<file path="src/sram_port_regs.svh">
// Functional notes
// RL1: memory holds 131072 bytes, 17-bit address, 8 data lines.
// RL2: either select inactive leaves the memory unselected and its lines floating.
// RL3: selected with gate and strobe high: lines float, no access.
// RL4: selected, gate low, strobe high: memory drives the addressed byte.
// RL5: selected with strobe low: memory takes data lines as write input.
// RL6: write lasts only while low select and strobe low, high select high.
// RL7: controller keeps every read cycle at least 120 ns long.
// RL8: read data valid at most 120 ns after stable address or select.
// RL9: read data valid at most 60 ns after gate falls.
// RL10: old read data holds at least 10 ns after address change.
// RL11: memory drives no earlier than 10 ns after select, 5 ns after gate.
// RL12: memory floats within 40 ns of deselect, 35 ns of gate rising.
// RL13: controller holds address and selects 100 ns before write ends.
// RL14: controller holds strobe low 70 ns; address may come with zero setup.
// RL15: controller drives write data 50 ns before write end; zero hold allowed.
// RL16: write recovery before next address change may be zero.
// RL17: memory floats within 40 ns of strobe falling; drives 5 ns after write.
// RL18: controller never drives data lines while memory drives them.
// RL19: deselect before retention; stay deselected 5 ns after supply recovery.
// RL20: faster grade on narrow supply completes 85 ns cycles.
// RL21: reads return last written byte; contents persist while idle.
`ifndef SRAM_PORT_REGS_SVH
`define SRAM_PORT_REGS_SVH

// ----------------------------------------
// geometry
// ----------------------------------------
`define ADDR_WIDTH 17
`define DATA_WIDTH 8
`define MEM_DEPTH 131072

// ----------------------------------------
// timing, ns, slower grade wide supply so both grades are met
// ----------------------------------------
`define CLK_PERIOD_NS 10
`define READ_CYCLE_MIN_NS 120
`define ADDRESS_TO_DATA_MAX_NS 120
`define GATE_OFF_TO_FLOAT_MAX_NS 35
`define DESELECT_TO_FLOAT_MAX_NS 40
`define ADDRESS_TO_WRITE_END_NS 100
`define WRITE_PULSE_MIN_NS 70
`define DATA_SETUP_TO_WRITE_END_NS 50
`define DRIVE_AFTER_WRITE_MIN_NS 5
`define RETENTION_EXIT_RECOVERY_NS 5

// least times round up, a sample point after a max also rounds up
`define NS_TO_CYC(t) (((t) + `CLK_PERIOD_NS - 1) / `CLK_PERIOD_NS)
`define READ_CYC `NS_TO_CYC(`READ_CYCLE_MIN_NS)
`define READ_SAMPLE_CYC `NS_TO_CYC(`ADDRESS_TO_DATA_MAX_NS)
`define FLOAT_CYC `NS_TO_CYC(`DESELECT_TO_FLOAT_MAX_NS)
`define WRITE_CYC `NS_TO_CYC(`ADDRESS_TO_WRITE_END_NS)
`define RECOVER_CYC `NS_TO_CYC(`RETENTION_EXIT_RECOVERY_NS)
`define CNT_WIDTH 5

`endif

</file>
<file path="src/sram_port_pkg.sv">
package sram_port_pkg;
    typedef enum logic [2:0] {
        st_idle,
        st_read,
        st_float,
        st_write,
        st_retain,
        st_recover
    } ctrl_state_type;
endpackage : sram_port_pkg

</file>
<file path="src/sram_timer_if.sv">
`timescale 1ns/100ps
`default_nettype none
`include "sram_port_regs.svh"
interface sram_timer_if;
    logic load;
    logic [`CNT_WIDTH-1:0] value;
    logic expired;
    modport ctrl (output load, output value, input expired);
    modport timer (input load, input value, output expired);
endinterface : sram_timer_if
`default_nettype wire

</file>
<file path="src/sram_cycle_timer.sv">
`timescale 1ns/100ps
`default_nettype none
`include "sram_port_regs.svh"
// ----------------------------------------
// down counter for pin timing
// ----------------------------------------
module sram_cycle_timer (
    input wire logic sys_clk,
    input wire logic reset,
    sram_timer_if.timer tmr
);
    logic [`CNT_WIDTH-1:0] count_ff;
    wire logic [`CNT_WIDTH-1:0] nxt_count;

    assign nxt_count = tmr.load ? tmr.value : ((count_ff != '0) ? count_ff - `CNT_WIDTH'h1 : count_ff);
    // no load term: the controller's load depends on expired, which would close a loop
    assign tmr.expired = (count_ff == `CNT_WIDTH'h1);

    always_ff @(posedge sys_clk) begin
        if (reset) count_ff <= '0;
        else count_ff <= nxt_count;
    end
endmodule : sram_cycle_timer
`default_nettype wire

</file>
<file path="src/sram_port_ctrl.sv">
`timescale 1ns/100ps
`default_nettype none
`include "sram_port_regs.svh"
// ----------------------------------------
// host side sequencer for the static memory port
// ----------------------------------------
module sram_port_ctrl (
    input wire logic sys_clk,
    input wire logic reset,
    // user side
    input wire logic req_valid,
    output logic req_ready,
    input wire logic req_write,
    input wire logic [`ADDR_WIDTH-1:0] req_addr,
    input wire logic [`DATA_WIDTH-1:0] req_wdata,
    output logic rsp_valid,
    output logic [`DATA_WIDTH-1:0] rsp_rdata,
    input wire logic retain_req,
    output logic retain_ack,
    // memory pins
    output logic [`ADDR_WIDTH-1:0] word_address,
    output logic select_low_active_n,
    output logic select_high_active,
    output logic gate_n,
    output logic strobe_n,
    input wire logic [`DATA_WIDTH-1:0] byte_lines_in,
    output logic [`DATA_WIDTH-1:0] byte_lines_out,
    output logic byte_lines_oe_n
);
    sram_port_pkg::ctrl_state_type state_ff, nxt_state;
    logic [`ADDR_WIDTH-1:0] addr_ff;
    logic [`DATA_WIDTH-1:0] wdata_ff;
    logic [`DATA_WIDTH-1:0] rdata_ff;
    logic rsp_ff;
    logic [`CNT_WIDTH-1:0] elapsed_ff;

    sram_timer_if tmr_bus ();

    sram_cycle_timer u_timer (
        .sys_clk(sys_clk),
        .reset(reset),
        .tmr(tmr_bus.timer)
    );

    function automatic logic [`CNT_WIDTH-1:0] cyc(input int n);
        cyc = n[`CNT_WIDTH-1:0];
    endfunction : cyc

    // ----------------------------------------
    // decode
    // ----------------------------------------
    wire logic is_idle = (state_ff == sram_port_pkg::st_idle);
    wire logic start_read = is_idle && req_valid && !req_write && !retain_req;
    wire logic start_write = is_idle && req_valid && req_write && !retain_req;
    wire logic start_retain = is_idle && retain_req;
    wire logic in_read = (state_ff == sram_port_pkg::st_read);
    wire logic in_write = (state_ff == sram_port_pkg::st_write);
    wire logic deselected = (state_ff == sram_port_pkg::st_retain) || (state_ff == sram_port_pkg::st_recover);
    // sample once address-to-data has surely passed, still inside the cycle
    wire logic sample_now = in_read && (elapsed_ff == cyc(`READ_SAMPLE_CYC - 1));
    wire logic timer_done = tmr_bus.expired;

    assign req_ready = is_idle && !retain_req;
    assign retain_ack = (state_ff == sram_port_pkg::st_retain);
    assign tmr_bus.load = start_read | start_write | (in_read & timer_done) | start_retain
        | ((state_ff == sram_port_pkg::st_retain) & !retain_req);
    assign tmr_bus.value = start_read ? cyc(`READ_CYC) :
                           start_write ? cyc(`WRITE_CYC) :
                           (in_read & timer_done) ? cyc(`FLOAT_CYC) :
                           start_retain ? cyc(1) : cyc(`RECOVER_CYC);

    // ----------------------------------------
    // state sequence
    // ----------------------------------------
    always_comb begin
        nxt_state = state_ff;
        case (state_ff)
            sram_port_pkg::st_idle: begin
                if (start_retain) nxt_state = sram_port_pkg::st_retain; // RL19
                else if (start_read) nxt_state = sram_port_pkg::st_read; // RL4
                else if (start_write) nxt_state = sram_port_pkg::st_write; // RL5
            end
            sram_port_pkg::st_read: begin
                if (timer_done) nxt_state = sram_port_pkg::st_float; // RL7
            end
            // bus turnaround: the memory may drive up to 40 ns after deselect
            sram_port_pkg::st_float: begin
                if (timer_done) nxt_state = sram_port_pkg::st_idle; // RL12 RL18
            end
            sram_port_pkg::st_write: begin
                if (timer_done) nxt_state = sram_port_pkg::st_idle; // RL13 RL14 RL16
            end
            sram_port_pkg::st_retain: begin
                if (!retain_req) nxt_state = sram_port_pkg::st_recover;
            end
            sram_port_pkg::st_recover: begin
                if (timer_done) nxt_state = sram_port_pkg::st_idle; // RL19
            end
            default: nxt_state = sram_port_pkg::st_idle;
        endcase
    end

    always_ff @(posedge sys_clk) begin
        if (reset) state_ff <= sram_port_pkg::st_idle;
        else state_ff <= nxt_state;
    end

    always_ff @(posedge sys_clk) begin
        if (reset) elapsed_ff <= '0;
        else if (start_read) elapsed_ff <= '0;
        else if (in_read && elapsed_ff != '1) elapsed_ff <= elapsed_ff + `CNT_WIDTH'h1;
    end

    // address and data stay stable for the whole cycle
    always_ff @(posedge sys_clk) begin
        if (reset) begin
            addr_ff <= '0;
            wdata_ff <= '0;
        end else if (start_read || start_write) begin
            addr_ff <= req_addr; // RL14
            wdata_ff <= req_wdata;
        end
    end

    always_ff @(posedge sys_clk) begin
        if (reset) begin
            rdata_ff <= '0;
            rsp_ff <= 1'b0;
        end else begin
            rsp_ff <= sample_now; // RL8
            if (sample_now) rdata_ff <= byte_lines_in; // RL8 RL21
        end
    end

    // ----------------------------------------
    // pins
    // ----------------------------------------
    assign word_address = addr_ff;
    // selects stay asserted through both read and write; retention holds them off
    assign select_low_active_n = !(in_read || in_write); // RL2 RL6 RL19
    assign select_high_active = !deselected; // RL19
    assign gate_n = !in_read; // RL3 RL4
    assign strobe_n = !in_write; // RL6 RL14
    assign byte_lines_out = wdata_ff; // RL15
    // drive only while writing, strobe low keeps the memory off the lines
    assign byte_lines_oe_n = !in_write; // RL18 RL15
    assign rsp_valid = rsp_ff;
    assign rsp_rdata = rdata_ff;
endmodule : sram_port_ctrl
`default_nettype wire

</file>
<file path="config.mk">
export PLATFORM = sky130hd
export DESIGN_NAME = sram_port_ctrl
export DESIGN_NICKNAME = d
export VERILOG_FILES = /design/src/sram_port_pkg.sv /design/src/sram_timer_if.sv /design/src/sram_cycle_timer.sv /design/src/sram_port_ctrl.sv
export VERILOG_INCLUDE_DIRS = /design/src
export SDC_FILE = /design/constraint.sdc
export NUM_CORES = 1
export LEC_CHECK = 0
export ABC_AREA = 1
export BUFFER_PORTS_ARGS = -buffer_cell sky130_fd_sc_hd__buf_2
export CORE_MARGIN = 2
export CORE_UTILIZATION = 53
export DETAILED_ROUTE_END_ITERATION = 10
export PLACE_DENSITY = 0.85
export SLEW_MARGIN = 20
export SYNTH_ARGS = -nofsm -noshare
export SYNTH_HDL_FRONTEND = slang
export SYNTH_HIERARCHICAL = 1
export SYNTH_SLANG_ARGS = --single-unit
</file>
<file path="constraint.sdc">
create_clock -name sys_clk -period 5.7 [get_ports sys_clk]
set_input_delay 0.855 -clock sys_clk [delete_from_list [all_inputs] [get_ports sys_clk]]
set_output_delay 0.855 -clock sys_clk [all_outputs]
set_load 0.01 [all_outputs]
</file>
==> results of run 1 <==
==> flip-flops by register name (all words and copies together) (netlist names) <==
signal / flops
rsp_rdata: 8
state_ff: 3
word_address: 17
byte_lines_out: 8
elapsed_ff: 5
u_timer/count_ff: 5
rsp_valid: 1
==> per-layer routing <==
layer | vias to the layer above | wire length (um)
li1 | 1046 | -
met1 | 892 | 2110
met2 | 63 | 2020
met3 | 6 | 318
met4 | 0 | 48
met5 | - | 0
==> Yosys cell counts (all sizes together) <==
master and number:
dfxtp 47, clkbuf 3, xnor2 1, nand4 3
a21oi 32, ha 4, xor2 1, inv 23
o21ai 16, buf 6, nand2 92, conb 1
nor2 41, nand3 11, or2 2, and3 1
==> final timing paths <==
kind	startpoint	end	slack [ns]	cells after the start
max reg2reg	u_timer/count_ff[1]$_SDFFE_PP0P_	u_timer/count_ff[3]$_SDFFE_PP0P_	3.58	11
min	word_address[8]$_SDFFE_PP0P_	word_address[8]$_SDFFE_PP0P_	0.47	2
min reg2reg	word_address[8]$_SDFFE_PP0P_	word_address[8]$_SDFFE_PP0P_	0.47	2
max	retain_req	req_ready	3.46	5
==> cells by family (layout without fill, tap and decap cells) <==
group                      after synthesis  in the layout  share of synthesized area [%]
buffers and inverters                   32            109                           8.25
adders and majority gates                4              4                           2.28
and+or+nand+nor                        150            150                           31.5
xor gates and xnor gates                 2              2                          0.797
AOI/OAI and AO/OA                       48             48                           14.2
DFF                                     47             47                           42.8
other                                    1              1                          0.171
==> power groups by stage <==
stage | sequential [W] | clock (W) | combinational, W
2_1_floorplan | 0.000424 | 0 | 0.000300
3_3_place_gp | 0.000418 | 0 | 0.000380
3_5_place_dp | 0.000420 | 0 | 0.000390
4_1_cts | 0.000413 | 0.000213 | 0.000393
5_1_grt | 0.000420 | 0.000228 | 0.000448
6_report | 0.000413 | 0.000205 | 0.000390
==> metrics by stage <==
step | hold WS (ns) | area, um2 | utilization [%] | setup slack [ns] | power, W
final | 0.466 | 2660 | 66.6 | 3.46 | 0.00101
after global routing | 0.489 | 2660 | 66.6 | 3.34 | 0.00110
after CTS | 0.471 | 2660 | 66.6 | 3.45 | 0.00102
after detailed placement | 0.458 | 2570 | 64.2 | 3.31 | 0.000809
after global placement | 0.449 | 2570 | 64.2 | 3.35 | 0.000799
after floorplan | 0.453 | 2200 | - | 3.65 | 0.000723
==> layout make-up <==
class | instances | area, um2 | share of cell area (%)
multi-input cells | 205 | 1080 | 40.4
flip-flops and latches | 47 | 941 | 35.3
repair buffers | 78 | 390 | 14.7
inverters | 23 | 98.8 | 3.71
clock buffers | 7 | 86.3 | 3.24
well taps | 50 | 62.6 | 2.35
clock inverters | 1 | 8.76 | 0.329
==> worst register-to-register path: stages, from the launching register on <==
cell and delay (ns):
dfxtp_1 0.32, inv_1 0.09, ha_1 0.15, and3_1 0.17, inv_1 0.04, nand3_1 0.12
nand3_1 0.16, o21ai_0 0.44, inv_2 0.16, or2_0 0.24, nand3_1 0.09, nor2_1 0.05
==> flow_summary.json, run 1 <==
{
  "status": "completed",
  "via_per_inst": 4.88,
  "die_w_um": 68.4,
  "tritoncts": "built",
  "synth_top_area_cell": "dfxtp_1",
  "layout_min_cycle_time_ns": 2.24,
  "portBuffers": 78,
  "cts_root_buf": "clkbuf_8",
  "pwr-share-seq_pct": 41.0,
  "area_growth_pct": 21.2,
  "grt_pass1_wl_um": 7220,
  "skew_ns": 0.00804,
  "final_hold_viol_count": 0,
  "grt_use_met2_pct": 32.9,
  "fmax_mhz": 446,
  "ctsResizeCount": 0,
  "cp_top_family": "buffers and inverters",
  "core.rowCount": 23,
  "synth.distinct_cells": 29,
  "cts_sinks": 47,
  "first_pass_iters": 4,
  "met1_usage_pct": 26.0,
  "cp_max_fo": 4,
  "track_usage_pct": 20.5,
  "grt_max_degree": 29,
  "cts_setup_buffers": 0,
  "grt-busiest-layer": "met2",
  "fin_nets": 402,
  "layout_commonest_cell": "buf_2",
  "ys_seq_area_share_pct": 42.8,
  "fin_setup_tns_ns": 0,
  "arrival_ns": 1.39,
  "finalMaxSlewViolations": 0,
  "initialDrtViolationCount": 114,
  "drive_gt1_share_pct": 37.7,
  "clock_latency_ns": 0.29,
  "cp.required_ns": 4.85,
  "num_io_pins": 79,
  "start_kind": "input port",
  "use_met3_pct": 6.58,
  "p_sw_share_pct": 39.1,
  "htreeDepth": 2,
  "fin_cells": 411,
  "synthTopCellsByArea": "dfxtp_1 (43%), nand2_1 (12%), a21oi_2 (7.6%)",
  "final_cell_mix": "buf_2 (78), nand2_1 (69), dfxtp_1 (47)",
  "ys_seq_elements": 47,
  "hold_path.class": "register to register",
  "yosysWarnings": 6,
  "synth_top_area_share_pct": 42.8,
  "power_frac_comb_pct": 38.7,
  "wl_um": 4490,
  "crit_chain": "buf_2 -> nor2_4 -> nand2_4 -> inv_6 -> buf_2",
  "power_switching_w": 0.000394,
  "internal_power_w": 0.000614,
  "synth_nets": 326,
  "n_fill_cell": 343,
  "slowest_delay_ns": 0.13,
  "power.density_nw_per_um2": 379,
  "slowest_stage": "buf_2",
  "die_area_um2": 4680,
  "finalSetupViolations": 0,
  "drc": 0,
  "pwr-share-clk_pct": 20.4,
  "dieHeight_um": 68.4,
  "grt-ovfl-total": 0,
  "diodes": 0,
  "min_period_over_period_pct": 39.4,
  "clk_pin_slew_ns": 0.08,
  "critPathBufInv": 3,
  "peakVddDrop_mv": 0.226,
  "maxCapViolCount": 0,
  "critPathCaptureType": "output pin",
  "ant_nets": 0,
  "design.core.area_um2": 4000,
  "dp_cells": 403,
  "hpwl_um": 3320,
  "ctsHoldBuffers": 0,
  "worstMarginPinSlew_ns": 0.721,
  "num_vias": 2007,
  "clockBufferDepth": 2,
  "crit_top_cell": "buf_2",
  "antenna_found_initial": 0,
  "first_global_vias": 1735,
  "rsz0062_at_grt": "no",
  "synth.avg_cell_area_um2": 7.74,
  "place.gp.congestion": 0.828,
  "slew_headroom_pct": 51.9,
  "crit_type": "input port to output pin",
  "syn-cell-area_um2": 2200,
  "p_leak_nw": 1.24,
  "cts_inserted_buffers": 5,
  "syn_inst": 284,
  "start_util_pct": 55.0,
  "wl_per_cell_um": 10.9
}
No activity file was read; power rests on OpenSTA's default activity.
==> run 2: changes to the inputs <==
CORE_UTILIZATION = 44   (was 53)
PLACE_DENSITY = 0.75   (was 0.85)
clock period = 1.9 ns   (was 5.7 ns; I/O delays follow)
==> flow_summary.json, run 2 (synthesized netlist as in run 1, its figures left out) <==
{
  "track_usage_pct": 18.1,
  "num_vias": 2033,
  "internal_power_w": 0.00186,
  "slowest_stage": "dfxtp_1",
  "area_growth_pct": 23.7,
  "grt_pass1_wl_um": 7780,
  "cp-endpoint": "u_timer/count_ff[3]$_SDFFE_PP0P_",
  "r2r_setup_slack_ns": 0.18,
  "status": "completed",
  "fin_nets": 407,
  "start_kind": "register",
  "cp.required_ns": 2.10,
  "portBuffers": 78,
  "critPathCaptureType": "register",
  "arrival_ns": 1.92,
  "start_util_pct": 45.9,
  "r2r_end": "u_timer/count_ff[3]$_SDFFE_PP0P_",
  "final_cell_mix": "buf_2 (78), nand2_1 (69), dfxtp_1 (47)",
  "place_ws_ns": 0.107,
  "rsz0062_at_grt": "no",
  "cts_setup_buffers": 0,
  "clk_pin_slew_ns": 0.09,
  "die_w_um": 74.7,
  "first_pass_iters": 4,
  "final_hold_viol_count": 0,
  "cp-startpoint": "u_timer/count_ff[1]$_SDFFE_PP0P_",
  "met1_usage_pct": 23.1,
  "hold_path.class": "input port to register",
  "skew_ns": 0.00659,
  "grt-busiest-layer": "met2",
  "pwr-share-seq_pct": 40.2,
  "grt-ovfl-total": 0,
  "core.rowCount": 25,
  "cts_inserted_buffers": 5,
  "clock_latency_ns": 0.30,
  "finalMaxSlewViolations": 0,
  "maxCapViolCount": 0,
  "via_per_inst": 4.71,
  "peakVddDrop_mv": 0.560,
  "fin_setup_tns_ns": 0,
  "grt_max_degree": 25,
  "cts_root_buf": "clkbuf_8",
  "largest_reg_flops": 17,
  "slowest_delay_ns": 0.32,
  "power_frac_comb_pct": 40.8,
  "cp_max_fo": 10,
  "power_switching_w": 0.00122,
  "ant_nets": 0,
  "critPathBufInv": 4,
  "diodes": 0,
  "htreeDepth": 2,
  "setup_ws_ns": 0.182,
  "antenna_found_initial": 0,
  "min_period_over_period_pct": 90.4,
  "clockBufferDepth": 2,
  "initialDrtViolationCount": 76,
  "p_sw_share_pct": 39.7,
  "layout_commonest_cell": "buf_2",
  "finalSetupViolations": 0,
  "grt_use_met2_pct": 28.9,
  "pwr-share-clk_pct": 19.0,
  "wl_um": 4710,
  "cts_sinks": 47,
  "use_met3_pct": 5.76,
  "reg2regPathDepth": 12,
  "fmax_mhz": 582,
  "crit_cells": 12,
  "place.gp.congestion": 0.851,
  "crit_type": "register to register",
  "die_area_um2": 5580,
  "timing.rr.start": "u_timer/count_ff[1]$_SDFFE_PP0P_",
  "num_io_pins": 79,
  "cp_top_family": "simple AND/OR/NAND/NOR gates",
  "drc": 0,
  "power.density_nw_per_um2": 1130,
  "first_global_vias": 1842,
  "wl_per_cell_um": 10.9,
  "dieHeight_um": 74.7,
  "p_leak_nw": 1.26,
  "layout_min_cycle_time_ns": 1.72,
  "tritoncts": "built",
  "design.core.area_um2": 4790,
  "crit_chain": "inv_1 -> ha_1 -> and3_1 -> inv_1 -> nand3_2 -> nand3_1 -> o21ai_1 -> buf_4 -> inv_4 -> or2_0 -> nand3_1 -> nor2_1",
  "hpwl_um": 3500,
  "drive_gt1_share_pct": 39.2
}
[run 2: changes by cell type in the layout (fill, tap and decap cells not counted), sizes merged]
| cell | before | now |
|---|---|---|
| buf | 78 | 83 |
| clkinv | 1 | 2 |
| clkbuf | 7 | 5 |
[run 2: tightest hold or removal path, cell delays in order]
cell	delay, ns
buf_2	0.09
nand2_1	0.05
a21oi_1	0.05
[run 2: power by group through the flow]
stage,Clock (W),Combinational (W),Sequential (W)
after detailed placement,0,0.00123,0.00126
after floorplan,0,0.000899,0.00127
after global routing,0.000641,0.00142,0.00126
after CTS,0.000606,0.00123,0.00124
final,0.000585,0.00126,0.00124
after global placement,0,0.00121,0.00125
[run 2: layout make-up]
cell class	count	area [um2]
multi-input combinational	205	1080
fill	481	2070
sequential	47	941
clock inverter	2	13.8
tap	67	83.8
clock buffer	5	68.8
inverter	23	101
timing repair buffer	83	428
[run 2: worst min-delay path by stage]
| stage | start | end | slack, ns | cells past startpoint |
|---|---|---|---|---|
| 2_1_floorplan | req_wdata[4] | byte_lines_out[4]$_SDFFE_PP0P_ | 0.42 | 2 |
| 3_3_place_gp | word_address[8]$_SDFFE_PP0P_ | word_address[8]$_SDFFE_PP0P_ | 0.45 | 2 |
| 3_5_place_dp | word_address[7]$_SDFFE_PP0P_ | word_address[7]$_SDFFE_PP0P_ | 0.46 | 2 |
| 4_1_cts | req_addr[14] | word_address[14]$_SDFFE_PP0P_ | 0.21 | 3 |
| 5_1_grt | req_addr[14] | word_address[14]$_SDFFE_PP0P_ | 0.20 | 3 |
| 6_report | req_addr[7] | word_address[7]$_SDFFE_PP0P_ | 0.22 | 3 |
[run 2: timing repair]
item                                    in CTS  in global routing
endpoints found under the setup margin       0                  4
gates resized for setup                      0                  4
hold buffers                                 0                  0
[run 2: routing by layer]
layer | vias up | wire length (um)
met3 | 7 | 321
met2 | 72 | 2110
met5 | - | 0
li1 | 1057 | -
met4 | 0 | 64
met1 | 897 | 2210
[run 2: through the flow]
step / area, um2 / utilization, % / total power (W) / instances / hold slack (ns)
final: 2720 / 56.8 / 0.00308 / 432 / 0.218
after global routing: 2720 / 56.8 / 0.00332 / 432 / 0.204
after CTS: 2710 / 56.6 / 0.00308 / 432 / 0.213
after detailed placement: 2630 / 54.9 / 0.00249 / 425 / 0.456
after global placement: 2630 / 54.9 / 0.00246 / 425 / 0.450
after floorplan: 2200 / - / 0.00217 / 284 / 0.421
==> run 3: changes to the inputs <==
CORE_UTILIZATION = 40   (was 44)
PLACE_DENSITY = 0.7   (was 0.75)
SYNTH_HIERARCHICAL = default   (was 1)
==> flow_summary.json, run 3 <==
{
  "tritoncts": "built",
  "num_vias": 1895,
  "syn-cell-area_um2": 2030,
  "synth_common_cells": "nor2_1 (74), dfxtp_1 (47), o21ai_0 (35), nand2_1 (30), inv_1 (21)",
  "grt_pass1_wl_um": 7390,
  "first_global_vias": 1672,
  "status": "completed",
  "synth.most_common_cell": "nor2_1",
  "synth_nets": 309,
  "yosysWarnings": 0,
  "via_per_inst": 4.59,
  "die_area_um2": 5660,
  "maxCapViolCount": 0,
  "synth.avg_cell_area_um2": 7.63,
  "start_kind": "register",
  "cts_root_buf": "clkbuf_8",
  "core.rowCount": 25,
  "hold_path.class": "input port to register",
  "wl_per_cell_um": 11.0,
  "diodes": 0,
  "synthTopCellsByArea": "dfxtp_1 (46%), nor2_1 (14%), o21ai_0 (8.6%)",
  "synth_ff_type": "dfxtp_1",
  "clockBufferDepth": 2,
  "arrival_ns": 1.38,
  "wl_um": 4530,
  "place.gp.congestion": 0.923,
  "power.density_nw_per_um2": 1230,
  "drc": 0,
  "clock_latency_ns": 0.29,
  "area_growth_pct": 27.3,
  "finalMaxSlewViolations": 0,
  "grt_max_degree": 27,
  "die_w_um": 75.2,
  "skew_ns": 0.00605,
  "ctsHoldBuffers": 0,
  "antenna_found_initial": 0,
  "first_pass_iters": 4,
  "synth.distinct_cells": 29,
  "cp.required_ns": 1.62,
  "dieHeight_um": 75.2,
  "clk_pin_slew_ns": 0.09,
  "rsz0062_at_grt": "no",
  "largest_reg_flops": 17,
  "slew_headroom_pct": 76.5,
  "critPathCaptureType": "output pin",
  "syn_inst": 266,
  "start_util_pct": 42.1,
  "cts_inserted_buffers": 5,
  "cp_max_fo": 6,
  "portBuffers": 78,
  "ys_seq_area_share_pct": 46.4,
  "drive_gt1_share_pct": 30.3,
  "finalSetupViolations": 0,
  "peakVddDrop_mv": 0.616,
  "fin_setup_tns_ns": 0,
  "synth_edf_count": 0,
  "synth-async-reset-ratio_pct": 0,
  "worstMarginPinSlew_ns": 0.351,
  "cts_setup_buffers": 0,
  "cts_sinks": 47,
  "num_io_pins": 79,
  "synth_top_area_cell": "dfxtp_1",
  "fin_cells": 413,
  "track_usage_pct": 16.7,
  "p_leak_nw": 1.36,
  "synth_top_area_share_pct": 46.4,
  "layout_min_cycle_time_ns": 1.66,
  "hpwl_um": 3340,
  "design.core.area_um2": 4820,
  "ctsResizeCount": 0,
  "htreeDepth": 2,
  "fmax_mhz": 601,
  "ys_seq_elements": 47,
  "final_hold_viol_count": 0,
  "min_period_over_period_pct": 87.6,
  "fin_nets": 388,
  "grt-ovfl-total": 0,
  "initialDrtViolationCount": 91,
  "crit_type": "register to output pin",
  "ant_nets": 0,
  "dp_cells": 405,
  "final_cell_mix": "buf_2 (78), nor2_1 (74), dfxtp_1 (47)",
  "layout_commonest_cell": "buf_2"
}
==> run 3: per-stage QoR <==
stage / setup slack, ns / hold WS [ns] / instance area [um2] / total power, W / util (%)
after floorplan: 0.380 / 0.354 / 2030 / 0.00207 / -
after global placement: 0.346 / 0.460 / 2450 / 0.00233 / 50.9
after detailed placement: 0.297 / 0.467 / 2450 / 0.00234 / 50.9
after CTS: 0.226 / 0.201 / 2580 / 0.00321 / 53.6
after global routing: 0.140 / 0.208 / 2580 / 0.00342 / 53.6
final: 0.236 / 0.208 / 2580 / 0.00317 / 53.6
==> run 3: layout make-up <==
type	count	area, um2
Fill cell	500	2230
Sequential cell	47	941
Multi-Input combinational cell	186	921
Timing Repair Buffer	81	413
Inverter	24	92.6
Tap cell	67	83.8
Clock buffer	6	72.6
Clock inverter	2	60.1
==> run 3: worst paths after layout <==
path / cells past startpoint / slack (ns) / from / endpoint
max: 4 / 0.24 / state_ff[0]$_SDFFE_PP0P_ / req_ready
min: 3 / 0.21 / req_addr[15] / word_address[15]$_SDFFE_PP0P_
max reg2reg: 8 / 0.28 / elapsed_ff[0]$_SDFFE_PP0P_ / elapsed_ff[3]$_SDFFE_PP0P_
min reg2reg: 2 / 0.48 / rsp_rdata[7]$_SDFFE_PP0P_ / rsp_rdata[7]$_SDFFE_PP0P_
==> run 3: kinds of logic after synthesis <==
logic type                 synth area share, %
and+or+nand+nor                           29.4
buffers and inverters                     8.26
DFF                                       46.4
adders and majority gates                 3.08
AOI/OAI and AO/OA                         11.2
xor gates and xnor gates                  1.73
==> run 3: worst max-delay path, stage by stage (launching register included) <==
cell and delay (ns):
dfxtp_1 0.37, nor2_2 0.20, nand3_2 0.19, inv_1 0.17
buf_2 0.15
==> run 3: per-layer routing <==
layer,global-route usage [%],vias up,part of all wire (%),wire (um)
met5,0,-,0,0
met4,4.09,0,0.60,27
met3,4.55,5,6.4,291
met2,26.4,54,45,2020
met1,22.9,839,48,2200
li1,-,997,-,-
==> run 3: power by group <==
part           internal, W  switching [W]  leakage, nW
clock network     0.000526       0.000328       0.0654
registers          0.00115       0.000115        0.384
logic             0.000407       0.000641        0.906
